**src/pkg/kbc_pkg.sv**
```systemverilog
// constants and types shared by the keyboard controller host port
package kbc_pkg;
  // host port decode
  localparam logic [7:0] DATA_PORT_ADDR = 8'h60; // data port io address
  localparam logic [7:0] CMD_PORT_ADDR  = 8'h64; // command and status io address
  localparam int         ADDR_SEL_BIT   = 2;     // address bit that picks the port
  // status bit positions
  localparam int ST_OBF  = 0;
  localparam int ST_IBF  = 1;
  localparam int ST_SYS  = 2;
  localparam int ST_CD   = 3;
  localparam int ST_KEYBOARD_ENABLED_FLAG = 4;
  localparam int ST_B5   = 5;
  localparam int ST_B6   = 6;
  localparam int ST_PARITY_ERROR_FLAG = 7;
  // mode register bit positions and reset value
  localparam int         MODE_EKI   = 0;
  localparam int         MODE_SYS   = 2;
  localparam int         MODE_DKB   = 4;
  localparam logic [7:0] MODE_RESET = 8'h10;
  localparam logic [7:0] STAT_RESET = 8'h10;
  // command codes and error bytes
  localparam logic [7:0] CMD_READ_MODE  = 8'h20;
  localparam logic [7:0] CMD_WRITE_MODE = 8'h60;
  localparam logic [7:0] ERR_RX_BYTE    = 8'hFF;
  localparam logic [7:0] ERR_TX_BYTE    = 8'hFE;
  // serial frame
  localparam int FRAME_BITS     = 11;
  localparam int TIMEOUT_LCLKS  = 11;  // link clocks per frame; the timeout allows one more
  localparam int LCLK_NS        = 200; // nominal link clock period
  localparam int REF_CLK_NS     = 25;  // ref_clk period
  localparam int TIMEOUT_CYCLES = (TIMEOUT_LCLKS + 1) * LCLK_NS / REF_CLK_NS;
  // host strobes grouped
  typedef struct packed {
    logic       cs_n;
    logic       rd_n;
    logic       wr_n;
    logic       a2;
    logic [7:0] wdata;
  } host_bus_t;
  // mcu side request group
  typedef struct packed {
    logic       ob_load;   // load output buffer
    logic [7:0] ob_data;
    logic       ob_mouse;  // byte comes from mouse
    logic       ib_take;   // mcu reads input buffer
    logic       tx_start;  // start send to keyboard
    logic [7:0] tx_data;
  } mcu_req_t;
endpackage

```
**src/rtl/kbc_serial.sv**
```systemverilog
// serial link engine: 11-bit frame receive and send on link clock falls
`timescale 1ns/1ps
`default_nettype none
module kbc_serial (
  input  wire logic        ref_clk,
  input  wire logic        reset_n,
  input  wire logic        lclk_fall,   // synchronised link clock falling edge
  input  wire logic        ldata_in,    // synchronised data line
  input  wire logic        tx_start,
  input  wire logic [7:0]  tx_data,
  output logic             ldata_oe,    // high while pulling data low
  output logic             rx_done,     // pulse, good or bad byte
  output logic [7:0]       rx_byte,
  output logic             rx_parity_error_flag,     // pulse with rx_done
  output logic             tx_done,
  output logic             rx_tmo,      // pulse, receive took too long
  output logic             tx_tmo,      // pulse, send took too long
  output logic             busy
);
  import kbc_pkg::*;
  typedef enum {S_IDLE, S_RX, S_TX} ser_state_t;
  ser_state_t  st_q, st_d;          // engine state
  logic [3:0]  cnt_q, cnt_d;        // bit counter
  logic [10:0] sh_q, sh_d;          // frame shift register
  logic [15:0] tmr_q, tmr_d;        // frame timer
  logic        oe_q, oe_d;          // data line drive
  logic        rxd_q, rxd_d, rxp_q, rxp_d, txd_q, txd_d, rto_q, rto_d, tto_q, tto_d;
  logic [7:0]  rxb_q, rxb_d;

  // next state of the frame engine
  always_comb begin
    st_d  = st_q;
    cnt_d = cnt_q;
    sh_d  = sh_q;
    tmr_d = tmr_q;
    oe_d  = oe_q;
    rxb_d = rxb_q;
    rxd_d = 1'b0;
    rxp_d = 1'b0;
    txd_d = 1'b0;
    rto_d = 1'b0;
    tto_d = 1'b0;
    unique case (st_q)
      S_IDLE: begin
        tmr_d = '0;
        if (tx_start) begin
          // start 0, data lsb first, odd parity, stop 1
          sh_d  = {1'b1, ~^tx_data, tx_data, 1'b0};
          cnt_d = '0;
          oe_d  = 1'b1;
          st_d  = S_TX;
        end else if (lclk_fall && !ldata_in) begin
          cnt_d = 4'd1;
          sh_d  = '0;
          st_d  = S_RX;
        end
      end
      S_RX: begin
        tmr_d = tmr_q + 16'd1;
        if (lclk_fall) begin
          sh_d  = {ldata_in, sh_q[10:1]};
          cnt_d = cnt_q + 4'd1;
          if (cnt_q == 4'(FRAME_BITS - 1)) begin
            rxd_d = 1'b1;
            rxb_d = sh_q[9:2]; // parity sits above the eight data bits
            rxp_d = ~^{sh_q[10:2]};
            st_d  = S_IDLE;
          end
        end
        if (tmr_q == 16'(TIMEOUT_CYCLES)) begin
          rto_d = 1'b1;
          st_d  = S_IDLE;
        end
      end
      S_TX: begin
        tmr_d = tmr_q + 16'd1;
        if (lclk_fall) begin
          cnt_d = cnt_q + 4'd1;
          sh_d  = {1'b1, sh_q[10:1]};
          oe_d  = ~sh_q[1];
          if (cnt_q == 4'(FRAME_BITS - 1)) begin
            oe_d  = 1'b0;
            txd_d = 1'b1;
            st_d  = S_IDLE;
          end
        end
        if (tmr_q == 16'(TIMEOUT_CYCLES)) begin
          tto_d = 1'b1;
          oe_d  = 1'b0;
          st_d  = S_IDLE;
        end
      end
    endcase
  end

  // register engine state
  always_ff @(posedge ref_clk or negedge reset_n) begin
    if (!reset_n) begin
      st_q  <= S_IDLE;
      cnt_q <= '0;
      sh_q  <= '0;
      tmr_q <= '0;
      oe_q  <= 1'b0;
      rxb_q <= '0;
      rxd_q <= 1'b0;
      rxp_q <= 1'b0;
      txd_q <= 1'b0;
      rto_q <= 1'b0;
      tto_q <= 1'b0;
    end else begin
      st_q  <= st_d;
      cnt_q <= cnt_d;
      sh_q  <= sh_d;
      tmr_q <= tmr_d;
      oe_q  <= oe_d;
      rxb_q <= rxb_d;
      rxd_q <= rxd_d;
      rxp_q <= rxp_d;
      txd_q <= txd_d;
      rto_q <= rto_d;
      tto_q <= tto_d;
    end
  end

  assign ldata_oe = oe_q; // oe_q already tracks the inverse of the bit on the line
  assign rx_done  = rxd_q;
  assign rx_byte  = rxb_q;
  assign rx_parity_error_flag  = rxp_q;
  assign tx_done  = txd_q;
  assign rx_tmo   = rto_q;
  assign tx_tmo   = tto_q;
  assign busy     = (st_q != S_IDLE);
endmodule
`default_nettype wire

```
**src/rtl/kbc_host_port.sv**
```systemverilog
// keyboard controller host port: data and status registers plus link
`timescale 1ns/1ps
`default_nettype none
module kbc_host_port (
  input  wire logic             ref_clk,
  input  wire logic             reset_n,
  input  wire kbc_pkg::host_bus_t host_bus,   // host strobes, active low
  output logic [7:0]            host_rdata,   // read data
  output logic                  host_rdata_oe,// high while driving data bus
  input  wire kbc_pkg::mcu_req_t mcu_req,     // internal mcu requests
  output logic [7:0]            mcu_ib_data,  // input buffer to mcu
  output logic                  mcu_ib_is_cmd,// input byte was a command
  input  wire logic             ext_mode,     // extended status layout
  input  wire logic             kbd_inhibit,  // key switch inhibit
  input  wire logic             link_clock_line, // link clock pin
  input  wire logic             link_data_in, // link data pin level
  output logic                  link_data_oe, // pull data low
  output logic                  link_clock_oe,// hold link clock low
  output logic                  keyboard_interrupt,
  output logic [7:0]            mode_out      // mode register
);
  import kbc_pkg::*;

  // three-stage input synchronisers
  logic [2:0] lc_sync_q, ld_sync_q;
  logic       lc_stable_q, ld_stable_q;
  logic [2:0] cs_sync_q, rd_sync_q, wr_sync_q;
  logic       lclk_fall;
  logic       cs_stable_q, rd_stable_q, wr_stable_q; // filtered host strobes
  logic [2:0] inh_sync_q;                           // key switch synchroniser
  logic       inh_stable_q;                         // filtered key switch

  // registers of the port
  logic [7:0] output_buffer_q, output_buffer_d;
  logic [7:0] input_buffer_q, input_buffer_d;
  logic [7:0] mode_q, mode_d;
  logic       output_full_flag_q, output_full_flag_d;
  logic       input_full_flag_q, input_full_flag_d;
  logic       cmd_flag_q, cmd_flag_d;
  logic       parity_error_flag_q, parity_error_flag_d;
  logic       receive_timeout_flag_q, receive_timeout_flag_d;
  logic       transmit_timeout_flag_q, transmit_timeout_flag_d;
  logic       general_timeout_flag_q, general_timeout_flag_d;
  logic       outbuf_source_flag_q, outbuf_source_flag_d;
  logic       mode_wr_pend_q, mode_wr_pend_d;
  logic       irq_q, irq_d;
  logic [7:0] rdata_q, rdata_d;
  logic       rdoe_q, rdoe_d;
  logic       rd_seen_q, rd_seen_d;
  logic       wr_seen_q, wr_seen_d;
  logic       kbd_en_q, kbd_en_d;
  logic [7:0] status;

  // serial engine results
  logic       rx_done, rx_parity_error_flag, tx_done, rx_tmo, tx_tmo, ser_busy, ser_oe;
  logic [7:0] rx_byte;

  // decode of a strobe: port 60h when address bit clear
  function automatic logic is_data_port(input logic a2);
    return (a2 == 1'b0);
  endfunction

  // level taken once stages two and three agree, else kept
  function automatic logic settle(input logic [2:0] s, input logic held);
    return (s[1] == s[2]) ? s[2] : held;
  endfunction

  // synchronise pins; edges read from stages two and three only
  always_ff @(posedge ref_clk or negedge reset_n) begin
    if (!reset_n) begin
      lc_sync_q   <= 3'h7;
      ld_sync_q   <= 3'h7;
      lc_stable_q <= 1'b1;
      ld_stable_q <= 1'b1;
      cs_sync_q   <= 3'h7;
      rd_sync_q   <= 3'h7;
      wr_sync_q   <= 3'h7;
      inh_sync_q  <= 3'h0;
      cs_stable_q <= 1'b1;
      rd_stable_q <= 1'b1;
      wr_stable_q <= 1'b1;
      inh_stable_q <= 1'b0;
    end else begin
      lc_sync_q <= {lc_sync_q[1:0], link_clock_line};
      ld_sync_q <= {ld_sync_q[1:0], link_data_in};
      cs_sync_q <= {cs_sync_q[1:0], host_bus.cs_n};
      rd_sync_q <= {rd_sync_q[1:0], host_bus.rd_n};
      wr_sync_q <= {wr_sync_q[1:0], host_bus.wr_n};
      inh_sync_q   <= {inh_sync_q[1:0], kbd_inhibit};
      cs_stable_q  <= settle(cs_sync_q, cs_stable_q);
      rd_stable_q  <= settle(rd_sync_q, rd_stable_q);
      wr_stable_q  <= settle(wr_sync_q, wr_stable_q);
      inh_stable_q <= settle(inh_sync_q, inh_stable_q);
      if (lc_sync_q[1] == lc_sync_q[2]) begin
        lc_stable_q <= lc_sync_q[2];
      end
      if (ld_sync_q[1] == ld_sync_q[2]) begin
        ld_stable_q <= ld_sync_q[2];
      end
    end
  end
  // falling edge of the filtered link clock
  assign lclk_fall = lc_stable_q & (lc_sync_q[1] == lc_sync_q[2]) & ~lc_sync_q[2];

  // frame engine
  kbc_serial u_serial (
    .ref_clk   (ref_clk),
    .reset_n   (reset_n),
    .lclk_fall (lclk_fall),
    .ldata_in  (ld_stable_q),
    .tx_start  (mcu_req.tx_start),
    .tx_data   (mcu_req.tx_data),
    .ldata_oe  (ser_oe),
    .rx_done   (rx_done),
    .rx_byte   (rx_byte),
    .rx_parity_error_flag   (rx_parity_error_flag),
    .tx_done   (tx_done),
    .rx_tmo    (rx_tmo),
    .tx_tmo    (tx_tmo),
    .busy      (ser_busy)
  );

  // status byte, bits 6 and 5 follow the mode
  always_comb begin
    status          = '0;
    status[ST_PARITY_ERROR_FLAG] = parity_error_flag_q;
    status[ST_B6]   = ext_mode ? general_timeout_flag_q : receive_timeout_flag_q;
    status[ST_B5]   = ext_mode ? outbuf_source_flag_q : transmit_timeout_flag_q;
    status[ST_KEYBOARD_ENABLED_FLAG] = kbd_en_q;
    status[ST_CD]   = cmd_flag_q;
    status[ST_SYS]  = mode_q[MODE_SYS];
    status[ST_IBF]  = input_full_flag_q;
    status[ST_OBF]  = output_full_flag_q;
  end

  // host access, mcu loads and link events
  always_comb begin
    logic rd_now, wr_now, ob_load;
    logic [7:0] ob_val;
    rd_now  = 1'b0;
    wr_now  = 1'b0;
    ob_load = 1'b0;
    ob_val  = '0;
    output_buffer_d         = output_buffer_q;
    input_buffer_d          = input_buffer_q;
    mode_d                  = mode_q;
    output_full_flag_d      = output_full_flag_q;
    input_full_flag_d       = input_full_flag_q;
    cmd_flag_d              = cmd_flag_q;
    parity_error_flag_d     = parity_error_flag_q;
    receive_timeout_flag_d  = receive_timeout_flag_q;
    transmit_timeout_flag_d = transmit_timeout_flag_q;
    general_timeout_flag_d  = general_timeout_flag_q;
    outbuf_source_flag_d    = outbuf_source_flag_q;
    mode_wr_pend_d          = mode_wr_pend_q;
    kbd_en_d                = ~inh_stable_q;
    rdata_d                 = rdata_q;
    // strobes valid only with chip select low
    rd_seen_d = ~cs_stable_q & ~rd_stable_q;
    wr_seen_d = ~cs_stable_q & ~wr_stable_q;
    rdoe_d    = rd_seen_d;
    rd_now    = rd_seen_d & ~rd_seen_q;
    wr_now    = wr_seen_d & ~wr_seen_q;
    // mcu takes the input byte
    if (mcu_req.ib_take) begin
      input_full_flag_d = 1'b0;
    end
    // host read
    if (rd_now) begin
      if (is_data_port(host_bus.a2)) begin
        rdata_d            = output_buffer_q;
        output_full_flag_d = 1'b0;
      end else begin
        rdata_d = status;
      end
    end
    // host write
    if (wr_now) begin
      input_full_flag_d = 1'b1;
      if (is_data_port(host_bus.a2)) begin
        cmd_flag_d = 1'b0;
        if (mode_wr_pend_q) begin
          mode_d         = host_bus.wdata;
          mode_wr_pend_d = 1'b0;
          input_full_flag_d = 1'b0;
        end else begin
          input_buffer_d = host_bus.wdata;
        end
      end else begin
        cmd_flag_d     = 1'b1;
        input_buffer_d = host_bus.wdata;
        mode_wr_pend_d = 1'b0;
        if (host_bus.wdata == CMD_READ_MODE) begin
          ob_load           = 1'b1;
          ob_val            = mode_q;
          input_full_flag_d = 1'b0;
        end else if (host_bus.wdata == CMD_WRITE_MODE) begin
          mode_wr_pend_d    = 1'b1;
          input_full_flag_d = 1'b0;
        end
      end
    end
    // link events, later ones win the output buffer
    if (rx_done) begin
      ob_load              = 1'b1;
      ob_val               = rx_parity_error_flag ? ERR_RX_BYTE : rx_byte;
      parity_error_flag_d  = rx_parity_error_flag;
      outbuf_source_flag_d = 1'b0;
      receive_timeout_flag_d  = 1'b0;
      general_timeout_flag_d  = 1'b0;
    end
    if (tx_done) begin
      transmit_timeout_flag_d = 1'b0;
      general_timeout_flag_d  = 1'b0;
    end
    if (rx_tmo) begin
      receive_timeout_flag_d = 1'b1;
      general_timeout_flag_d = 1'b1;
      if (ext_mode) begin
        ob_load = 1'b1;
        ob_val  = ERR_RX_BYTE;
      end
    end
    if (tx_tmo) begin
      transmit_timeout_flag_d = 1'b1;
      general_timeout_flag_d  = 1'b1;
      if (ext_mode) begin
        ob_load = 1'b1;
        ob_val  = ERR_TX_BYTE;
      end
    end
    if (mcu_req.ob_load) begin
      ob_load              = 1'b1;
      ob_val               = mcu_req.ob_data;
      outbuf_source_flag_d = mcu_req.ob_mouse;
    end
    // any load sets the full flag; a same-cycle host read loses
    if (ob_load) begin
      output_buffer_d    = ob_val;
      output_full_flag_d = 1'b1;
    end
    irq_d = ob_load & mode_q[MODE_EKI];
  end

  // register port state
  always_ff @(posedge ref_clk or negedge reset_n) begin
    if (!reset_n) begin
      output_buffer_q         <= '0;
      input_buffer_q          <= '0;
      mode_q                  <= MODE_RESET;
      output_full_flag_q      <= STAT_RESET[ST_OBF];
      input_full_flag_q       <= STAT_RESET[ST_IBF];
      cmd_flag_q              <= STAT_RESET[ST_CD];
      parity_error_flag_q     <= STAT_RESET[ST_PARITY_ERROR_FLAG];
      receive_timeout_flag_q  <= STAT_RESET[ST_B6];
      transmit_timeout_flag_q <= STAT_RESET[ST_B5];
      general_timeout_flag_q  <= STAT_RESET[ST_B6];
      outbuf_source_flag_q    <= STAT_RESET[ST_B5];
      kbd_en_q                <= STAT_RESET[ST_KEYBOARD_ENABLED_FLAG];
      mode_wr_pend_q          <= 1'b0;
      irq_q                   <= 1'b0;
      rdata_q                 <= '0;
      rdoe_q                  <= 1'b0;
      rd_seen_q               <= 1'b0;
      wr_seen_q               <= 1'b0;
    end else begin
      output_buffer_q         <= output_buffer_d;
      input_buffer_q          <= input_buffer_d;
      mode_q                  <= mode_d;
      output_full_flag_q      <= output_full_flag_d;
      input_full_flag_q       <= input_full_flag_d;
      cmd_flag_q              <= cmd_flag_d;
      parity_error_flag_q     <= parity_error_flag_d;
      receive_timeout_flag_q  <= receive_timeout_flag_d;
      transmit_timeout_flag_q <= transmit_timeout_flag_d;
      general_timeout_flag_q  <= general_timeout_flag_d;
      outbuf_source_flag_q    <= outbuf_source_flag_d;
      kbd_en_q                <= kbd_en_d;
      mode_wr_pend_q          <= mode_wr_pend_d;
      irq_q                   <= irq_d;
      rdata_q                 <= rdata_d;
      rdoe_q                  <= rdoe_d;
      rd_seen_q               <= rd_seen_d;
      wr_seen_q               <= wr_seen_d;
    end
  end

  // link clock hold flop for disable
  logic lclk_hold_q;
  always_ff @(posedge ref_clk or negedge reset_n) begin
    if (!reset_n) begin
      lclk_hold_q <= 1'b0;
    end else begin
      lclk_hold_q <= (mode_q[MODE_DKB] | ~kbd_en_q) & ~ser_busy;
    end
  end

  assign host_rdata         = rdata_q;
  assign host_rdata_oe      = rdoe_q;
  assign mcu_ib_data        = input_buffer_q;
  assign mcu_ib_is_cmd      = cmd_flag_q;
  assign link_data_oe       = ser_oe;
  assign link_clock_oe      = lclk_hold_q;
  assign keyboard_interrupt = irq_q;
  assign mode_out           = mode_q;
endmodule
`default_nettype wire

```
**config.mk**
```make
export PLATFORM = sky130hd
export DESIGN_NAME = kbc_host_port
export DESIGN_NICKNAME = d
export VERILOG_FILES = /design/src/pkg/kbc_pkg.sv /design/src/rtl/kbc_serial.sv /design/src/rtl/kbc_host_port.sv
export SDC_FILE = /design/constraint.sdc
export NUM_CORES = 1
export LEC_CHECK = 0
export ABC_CLOCK_PERIOD_IN_PS = 1800
export BUFFER_PORTS_ARGS = -buffer_cell sky130_fd_sc_hd__buf_2
export CAP_MARGIN = 20
export CORE_ASPECT_RATIO = 1.5
export CORE_MARGIN = 2
export CORE_UTILIZATION = 52
export DETAILED_ROUTE_END_ITERATION = 10
export PLACE_DENSITY = 0.76
export SKIP_LAST_GASP = 1
export SLEW_MARGIN = 25
export SYNTH_ARGS = -nofsm -noshare
export SYNTH_HDL_FRONTEND = slang
export SYNTH_SLANG_ARGS = --single-unit
```
**constraint.sdc**
```tcl
create_clock -name ref_clk -period 1.8 [get_ports ref_clk]
set_input_delay 0.18 -clock ref_clk [delete_from_list [all_inputs] [get_ports ref_clk]]
set_output_delay 0.18 -clock ref_clk [all_outputs]
set_load 0.1 [all_outputs]
```
==> impl_metrics.json, run 1 <==
{
  "rows": 44,
  "root_buffer": "clkbuf_16",
  "area_delta_synth_final_pct": 26.4,
  "synth.top_cell.area_share_pct": 46.6,
  "nets": 574,
  "routabilityCongestion": 0.888,
  "gr-total-overflow": 0,
  "synth_cell_types": 56,
  "grt_max_degree": 40,
  "grt_pass1_vias": 3807,
  "hpwl_mm": 7.77,
  "dr.pass1.iters": 4,
  "yosysMostFrequentCell": "dfrtp_1",
  "numCtsBuffers": 17,
  "grt_usage_pct": 22.5,
  "syn_area_per_cell_um2": 11.8,
  "drt_wl_total_mm": 11.0,
  "holdCritPathClass": "input port to flip-flop",
  "async_flop_share_pct": 100,
  "viasPerCell": 5.61,
  "clock_skew_ns": 0.00540,
  "synth_area_leaders": "dfrtp_1 47%, dfstp_2 11%, mux2_2 6.0%",
  "synthAdderAreaFrac_pct": 2.93,
  "worstMarginPinSlew_ns": 0.488,
  "cpMaxStageDelayCell": "or4_1",
  "cts.clk_slew.worst_paths_ns": 0.05,
  "outcome": "finished clean",
  "coreArea_um2": 9580,
  "setup_viol": 0,
  "synth_compound_area_share_pct": 11.1,
  "vias": 3688,
  "multi_input_area_um2": 2040,
  "die_h_um": 125,
  "yosysWarnings": 0,
  "synth.area.mux_share_pct": 8.01,
  "pin_count": 67,
  "ys.flop_type": "dfrtp_1",
  "fmax_mhz": 580,
  "grt_pass1_wl_mm": 18.3,
  "postSynthCellCount": 427,
  "postRouteAntennaNets": 0,
  "p_total_mw": 9.56,
  "synth_nets": 472,
  "drtIter0Drc": 128,
  "cp_data_required_time_ns": 2.12,
  "leakage_nw": 3.06,
  "die_w_um": 84.4,
  "max_cap_violations": 0,
  "worstPathArrival_ns": 2.05,
  "ir_drop_uv": 1300,
  "dieArea_um2": 10500,
  "drc": 0,
  "critPathMaxStageDelay_ns": 0.50,
  "drive_gt1_share_pct": 34.1,
  "maxSlewViolCount": 0,
  "yosys.area.top_type": "dfrtp_1",
  "insertion_delay_ns": 0.40,
  "relSlewSlack_pct": 67.5,
  "synth_top_family_by_area": "simple AND/OR/NAND/NOR gates",
  "path_class": "flip-flop to flip-flop",
  "period_share_pct": 95.8,
  "synth_edf_count": 0,
  "ys_ff_latch": 116,
  "n_antenna_cell": 0,
  "antenna_found_initial": 0,
  "crit_chain": "nand4_2, or3_4, or4_1, a21oi_1",
  "syn_area_um2": 5050,
  "synthSimpleGateAreaFrac_pct": 13.0,
  "seq_area_frac_synth_pct": 58.1,
  "n_fill_cell": 718,
  "tns_ns": 0,
  "clk_path_buf_depth": 2,
  "startpoint_type": "flip-flop",
  "power.density_nw_per_um2": 1500,
  "synth-xor-area-share_pct": 4.61,
  "rsz0062_at_grt": "no",
  "worst_setup_path_end_kind": "flip-flop",
  "final_util_pct": 66.6,
  "io_buffers": 66,
  "clock-sinks": 116,
  "tritoncts": "yes",
  "synth_top_cells_by_count": "94 x dfrtp_1, 39 x nand2_1, 27 x mux2_2",
  "htreeDepth": 4,
  "hold_viol": 0,
  "fin_crit_ns": 1.72,
  "cp_max_fo": 6,
  "initial_utilization_pct": 52.7,
  "register_area_um2": 2930,
  "routedWlPerCell_um": 16.7
}
-- sequential cells by signal (all words and copies together) (netlist names), 4 cells and up --
register / cells
u_serial.cnt_q: 4
mcu_ib_data: 8
u_serial.sh_q: 10
mode_out: 8
host_rdata: 8
output_buffer_q: 8
u_serial.rx_byte: 8
u_serial.tmr_q: 16
-- timing repair --
action                                  in CTS  in global routing
hold buffers                                 8                  0
setup buffers                                0                  2
endpoints found under the setup margin       1                 22
hold endpoints to repair                    38                  0
gates resized for setup                      1                  8
-- per-stage QoR --
step	setup WS (ns)	hold WS [ns]	area, um^2	cells
after global routing	0.00269	0.0232	6380	657
after global placement	0.102	0.168	5670	615
after floorplan	0.0823	-0.116	5050	427
after detailed placement	0.0211	0.176	5670	615
final	0.0757	0.0388	6380	657
after CTS	0.0139	0.0216	6330	655
-- final cells by class --
class                   instances  share of cell area (%)
repair buffers                 97                    9.77
inverters                      16                   0.942
clock buffers                  19                    6.95
clock inverters                13                    2.10
flip-flops and latches        116                    46.0
well taps                     115                    2.26
multi-input cells             281                    32.0
-- worst max-delay path: cells and delay by family (launching register included) --
kind / cells / cell delay, ns
flops: 1 / 0.41
simple gates: 3 / 1.07
compound gates: 1 / 0.17
-- per-layer routing --
metal | routed length, um | part of all wire (%) | global-route usage [%]
met1 | 4360 | 40 | 25.2
met4 | 403 | 3.7 | 12.3
met2 | 5720 | 52 | 37.7
met5 | 0 | 0 | 0
met3 | 517 | 4.7 | 6.96
-- cell families (layout without fill, tap and decap cells) --
kind of cell | Yosys count | in the layout
muxes | 37 | 37
and+or+nand+nor | 125 | 125
AOI/OAI and AO/OA | 81 | 81
buffers and inverters | 30 | 145
DFF | 116 | 116
xor gates and xnor gates | 25 | 25
adders and majority gates | 13 | 13
-- path summary, 6_finish.rpt --
kind	end	slack, ns	from	cells after the start
max reg2reg	u_serial.tmr_q[15]$_DFF_PN0_	0.08	u_serial.tmr_q[2]$_DFF_PN0_	4
min in group asynchronous	mcu_ib_data[2]$_DFFE_PN0P_	0.28	reset_n	2
min reg2reg	inh_sync_q[1]$_DFF_PN0_	0.35	inh_sync_q[0]$_DFF_PN0_	0
max in group asynchronous	u_serial.tmr_q[5]$_DFF_PN0_	0.84	reset_n	3
min	mcu_ib_data[5]$_DFFE_PN0P_	0.04	host_bus[5]	2
max	u_serial.tmr_q[15]$_DFF_PN0_	0.08	u_serial.tmr_q[2]$_DFF_PN0_	4
-- report_power, final --
| part | leakage, nW | internal [mW] | switching, mW |
|---|---|---|---|
| registers | 1.45 | 2.98 | 0.276 |
| clock network | 0.267 | 2.06 | 1.16 |
| logic | 1.34 | 0.987 | 2.09 |
-- cells in the final DEF (no fill, tap or decap), drive strengths merged, types with 6 or more instances in the layout --
cell         netlist  layout
dfstp             22      22
xor2               8       8
xnor2             16      16
nand4              7       7
or3                7       7
buf                1      89
dfrtp             94      94
a211o              8       8
mux2i             10      10
o211a              8       8
a22oi              8       8
and2               7       7
dlygate4sd3        0       8
ha                 7       7
clkinvlp           0       6
nor4               7       7
maj3               6       6
clkbuf            13      19
nand2             39      39
a21oi             11      11
o21ai             27      27
inv               15      16
mux2              27      27
nand2b             8       8
nor2              26      26
(Power assumes the default switching activity.)
==> inputs of run 2 (changes only) <==
- CELL_PAD_IN_SITES_DETAIL_PLACEMENT: default -> 0
- CELL_PAD_IN_SITES_GLOBAL_PLACEMENT: default -> 2
- CORE_UTILIZATION: 52 -> 35
- PLACE_DENSITY: 0.76 -> default
- PLACE_DENSITY_LB_ADDON: default -> 0.1
==> run 2 against run 1 <==
Net effect: fmax is 1.4% higher; critical path type unchanged; combinational power about the same; critical path depth is 1 higher; global-route usage decreased by 6.1 points; highest routed layer unchanged; via count shrank 4.1%; worst hold slack worse by 0.012 ns; register-to-register slack better by 0.02 ns; core utilization fell by 20 points.
==> impl_metrics.json, run 2 (synthesis results as in run 1) <==
{
  "io_buffers": 66,
  "cpMaxStageDelayCell": "or3_1",
  "cts.clk_slew.worst_paths_ns": 0.06,
  "die_h_um": 151,
  "ir_drop_uv": 657,
  "postRouteAntennaNets": 0,
  "layout_common_cells": "93 x dfrtp_1, 65 x buf_2, 39 x nand2_1",
  "insertion_delay_ns": 0.40,
  "grt_pass1_wl_mm": 19.0,
  "clk_path_buf_depth": 2,
  "worst_setup_path_end_kind": "flip-flop",
  "tns_ns": 0,
  "crit_chain": "o21a_1, or3_1, a21oi_2, buf_4, a211o_1",
  "hpwl_mm": 8.62,
  "period_share_pct": 94.4,
  "drtIter0Drc": 81,
  "pin_count": 67,
  "relSlewSlack_pct": 64.6,
  "grt_usage_pct": 16.3,
  "multi_input_area_um2": 2010,
  "setup_viol": 0,
  "fin_crit_ns": 1.70,
  "worstMarginPinSlew_ns": 0.532,
  "hold_viol": 0,
  "nets": 579,
  "htreeDepth": 4,
  "routabilityCongestion": 0.753,
  "viasPerCell": 4.79,
  "outcome": "finished clean",
  "startpoint_type": "flip-flop",
  "holdCritPathClass": "input port to flip-flop",
  "cp_data_required_time_ns": 2.14,
  "die_w_um": 102,
  "routedWlPerCell_um": 15.6,
  "hold_slack_ns": 0.0269,
  "drive_gt1_share_pct": 33.8,
  "path_class": "flip-flop to flip-flop",
  "r2r_slack_ns": 0.10,
  "dp_slack_ns": 0.0995,
  "n_antenna_cell": 0,
  "gr-total-overflow": 0,
  "worstPathArrival_ns": 2.04,
  "cp_max_fo": 9,
  "numCtsBuffers": 17,
  "n_fill_cell": 1371,
  "vias": 3537,
  "largest_register": "u_serial.tmr_q",
  "leakage_nw": 3.10,
  "area_delta_synth_final_pct": 29.2,
  "final_common_cell": "dfrtp_1",
  "register_area_um2": 2930,
  "max_cap_violations": 0,
  "drt_wl_total_mm": 11.6,
  "antenna_found_initial": 0,
  "final_area_um2": 6520,
  "clock-sinks": 116,
  "maxSlewViolCount": 0,
  "initial_utilization_pct": 35.9,
  "clock_skew_ns": 0.00661,
  "dr.pass1.iters": 6,
  "top_regs": "u_serial.tmr_q (16), u_serial.sh_q (10)",
  "coreArea_um2": 14100,
  "grt_pass1_vias": 3658,
  "dieArea_um2": 15400,
  "largest_reg_flops": 16,
  "rows": 53,
  "tritoncts": "yes",
  "root_buffer": "clkbuf_16",
  "grt_max_degree": 72,
  "power.density_nw_per_um2": 1490,
  "rsz0062_at_grt": "no",
  "final_util_pct": 46.4,
  "critPathMaxStageDelay_ns": 0.48,
  "placed_area_um2": 5820,
  "finalWorstSetupSlack_ns": 0.100,
  "drc": 0,
  "fmax_mhz": 588
}
run 2: area by class of cell:
cell class / count / share of cell area (%)
flip-flops and latches: 116 / 45.0
multi-input cells: 281 / 30.8
repair buffers: 102 / 10.1
clock buffers: 18 / 6.74
well taps: 192 / 3.69
clock inverters: 14 / 2.73
inverters: 16 / 0.921
run 2: what timing repair did:
item                                   4_1_cts  5_1_grt
buffers inserted                             0        0
setup endpoints to repair                    0        2
gates resized for setup                      0        2
endpoints found under the hold margin      103        0
hold buffers                                 8        0
run 2: per-layer routing:
metal / track usage, % / up-vias / wire (um)
met2: 30.8 / 56 / 6560
li1: - / 1740 / -
met3: 3.32 / 11 / 352
met4: 5.20 / 0 / 137
met5: 0 / - / 0
met1: 18.0 / 1730 / 4500
run 2: power breakdown:
group | switching (mW) | internal [mW] | leakage, nW
registers | 0.242 | 2.98 | 1.45
logic | 2.05 | 0.984 | 1.35
clock network | 1.23 | 2.23 | 0.290
run 2: critical path: cells and delay by family (launching register included):
| kind | cells | cell delay, ns |
|---|---|---|
| simple gates | 1 | 0.48 |
| buf+inv | 1 | 0.20 |
| flops | 1 | 0.41 |
| compound gates | 3 | 0.55 |
run 2: through the flow:
| stage | total power, mW | cells |
|---|---|---|
| after floorplan | 5.43 | 427 |
| after global placement | 6.32 | 699 |
| after detailed placement | 6.36 | 699 |
| after CTS | 9.89 | 739 |
| after global routing | 10.3 | 739 |
| final | 9.72 | 739 |
run 2: path summary, 6_finish.rpt:
path	from	to	depth (start not counted)
hold / removal	mcu_req[10]	outbuf_source_flag_q$_DFFE_PN0P_	3
min in group asynchronous	reset_n	mcu_ib_data[2]$_DFFE_PN0P_	2
setup / recovery	u_serial.rx_tmo$_DFF_PN0_	output_buffer_q[2]$_DFFE_PN0P_	5
setup reg to reg	u_serial.rx_tmo$_DFF_PN0_	output_buffer_q[2]$_DFFE_PN0P_	5
hold reg to reg	rd_sync_q[0]$_DFF_PN1_	rd_sync_q[1]$_DFF_PN1_	0
max in group asynchronous	reset_n	u_serial.sh_q[7]$_DFFE_PN0P_	3
==> inputs of run 3 (changes only) <==
- ABC_CLOCK_PERIOD_IN_PS: 1800 -> 1500
- clock period: 1.8 -> 1.5 ns (I/O delays scaled with it)
==> run 3 against run 2 <==
Net effect: fmax is 6.0% higher; the run now ends with negative setup slack left; via count grew 8.9%; clock power is 23% higher; worst setup slack worse by 0.20 ns; count of clock-buffer cells in the layout is 1 lower; die area unchanged; worst hold slack better by 0.013 ns; final cell count grew 8.5%.
==> impl_metrics.json, run 3 (synthesis results as in run 1) <==
{
  "drive_gt1_share_pct": 46.1,
  "final_area_um2": 7360,
  "holdCritPathClass": "input port to flip-flop",
  "placed_area_um2": 6240,
  "fin_crit_ns": 1.60,
  "pin_count": 67,
  "grt_pass1_vias": 4037,
  "grt_pass1_wl_mm": 21.2,
  "p_total_mw": 12.9,
  "outcome": "complete, but fails checks",
  "clock-sinks": 116,
  "vias": 3851,
  "crit_family": "flip-flops",
  "setup_viol": 24,
  "gr-total-overflow": 0,
  "period_share_pct": 107,
  "numCtsBuffers": 17,
  "clock_skew_ns": 0.00752,
  "path_class": "flip-flop to flip-flop",
  "max_cap_violations": 0,
  "worstMarginPinSlew_ns": 0.499,
  "die_w_um": 102,
  "ir_drop_uv": 858,
  "routedWlPerCell_um": 16.2,
  "violations": "negative setup slack",
  "power.density_nw_per_um2": 1750,
  "viasPerCell": 4.80,
  "postRouteAntennaNets": 0,
  "worstPathArrival_ns": 1.94,
  "drtIter0Drc": 113,
  "insertion_delay_ns": 0.42,
  "cpMaxStageDelayCell": "dfstp_2",
  "tritoncts": "yes",
  "layout_common_cells": "92 x dfrtp_1, 78 x buf_4, 60 x buf_2",
  "largest_register": "u_serial.tmr_q",
  "initial_utilization_pct": 35.9,
  "dr.pass1.iters": 4,
  "drt_wl_total_mm": 13.0,
  "hold_slack_ns": 0.0396,
  "cp_data_required_time_ns": 1.84,
  "drc": 0,
  "finalWorstSetupSlack_ns": -0.104,
  "rsz0062_at_grt": "yes",
  "cts.clk_slew.worst_paths_ns": 0.06,
  "rows": 53,
  "relSlewSlack_pct": 66.7,
  "startpoint_type": "flip-flop",
  "final_util_pct": 52.3,
  "largest_reg_flops": 16,
  "tns_ns": -1.07,
  "area_delta_synth_final_pct": 45.8,
  "top_regs": "u_serial.tmr_q (16), u_serial.sh_q (10)",
  "dp_slack_ns": -0.272,
  "stdcell_count": 802,
  "die_h_um": 151,
  "io_buffers": 66,
  "coreArea_um2": 14100,
  "dieArea_um2": 15400,
  "leakage_nw": 3.49,
  "crit_chain": "nor3b_2, buf_4, and2_4, o32a_1, o21ai_1",
  "fmax_mhz": 623,
  "clk_path_buf_depth": 2,
  "hpwl_mm": 9.49,
  "antenna_found_initial": 0,
  "htreeDepth": 4,
  "root_buffer": "clkbuf_16",
  "final_common_cell": "dfrtp_1",
  "dp.cells": 740,
  "cp_max_fo": 5,
  "cp_num_buf_inv": 1,
  "hold_viol": 0,
  "grt_max_degree": 51,
  "worst_setup_path_end_kind": "flip-flop",
  "nets": 642,
  "n_fill_cell": 1309,
  "n_antenna_cell": 0,
  "maxSlewViolCount": 0,
  "routabilityCongestion": 0.762,
  "critPathMaxStageDelay_ns": 0.60,
  "grt_usage_pct": 18.5
}
[run 3: timing repair]
action                                 4_1_cts  5_1_grt
pin swaps                                   15       19
hold buffers                                15        0
gates cloned                                 1        0
buffers inserted                            10        6
resized for setup                           19       39
endpoints found under the hold margin       34        0
setup endpoints to repair                   42       62
[run 3: path summary, 6_finish.rpt]
path                                        start                               to  slack (ns)  depth (start not counted)
hold reg to reg            ld_sync_q[0]$_DFF_PN1_           ld_sync_q[1]$_DFF_PN1_        0.36                          0
setup / recovery           lc_sync_q[1]$_DFF_PN1_     u_serial.st_q[1]$_DFFE_PN0P_       -0.10                          5
max in group asynchronous                 reset_n  u_serial.rx_byte[4]$_DFFE_PN0P_        0.63                          3
hold / removal                         mcu_req[7]     u_serial.sh_q[8]$_DFFE_PN0P_        0.04                          3
min in group asynchronous                 reset_n       mcu_ib_data[2]$_DFFE_PN0P_        0.23                          2
setup reg to reg           lc_sync_q[1]$_DFF_PN1_     u_serial.st_q[1]$_DFFE_PN0P_       -0.10                          5
[run 3: layout make-up]
cell class	count	area [um^2]	area share (%)
Sequential cell	116	2940	39.9
Clock inverter	15	194	2.64
Timing Repair Buffer	164	1210	16.5
Inverter	16	65.1	0.884
Multi-Input combinational cell	282	2290	31.1
Clock buffer	17	425	5.78
Tap cell	192	240	3.26
[run 3: per-layer routing]
layer	vias up	wire length, um	global-route usage (%)
met3	15	401	3.74
met5	-	0	0
met1	1904	4930	19.5
li1	1871	-	-
met4	0	184	7.20
met2	61	7480	35.1
[run 3: worst min-delay path, delay by kind of cell]
family                 cells  cell delay [ns]
AOI/OAI and AO/OA          2             0.16
buffers and inverters      1             0.10
[run 3: report_power, final]
group | switching (mW) | internal, mW
logic | 2.86 | 1.85
registers | 0.319 | 3.58
clock network | 1.60 | 2.66
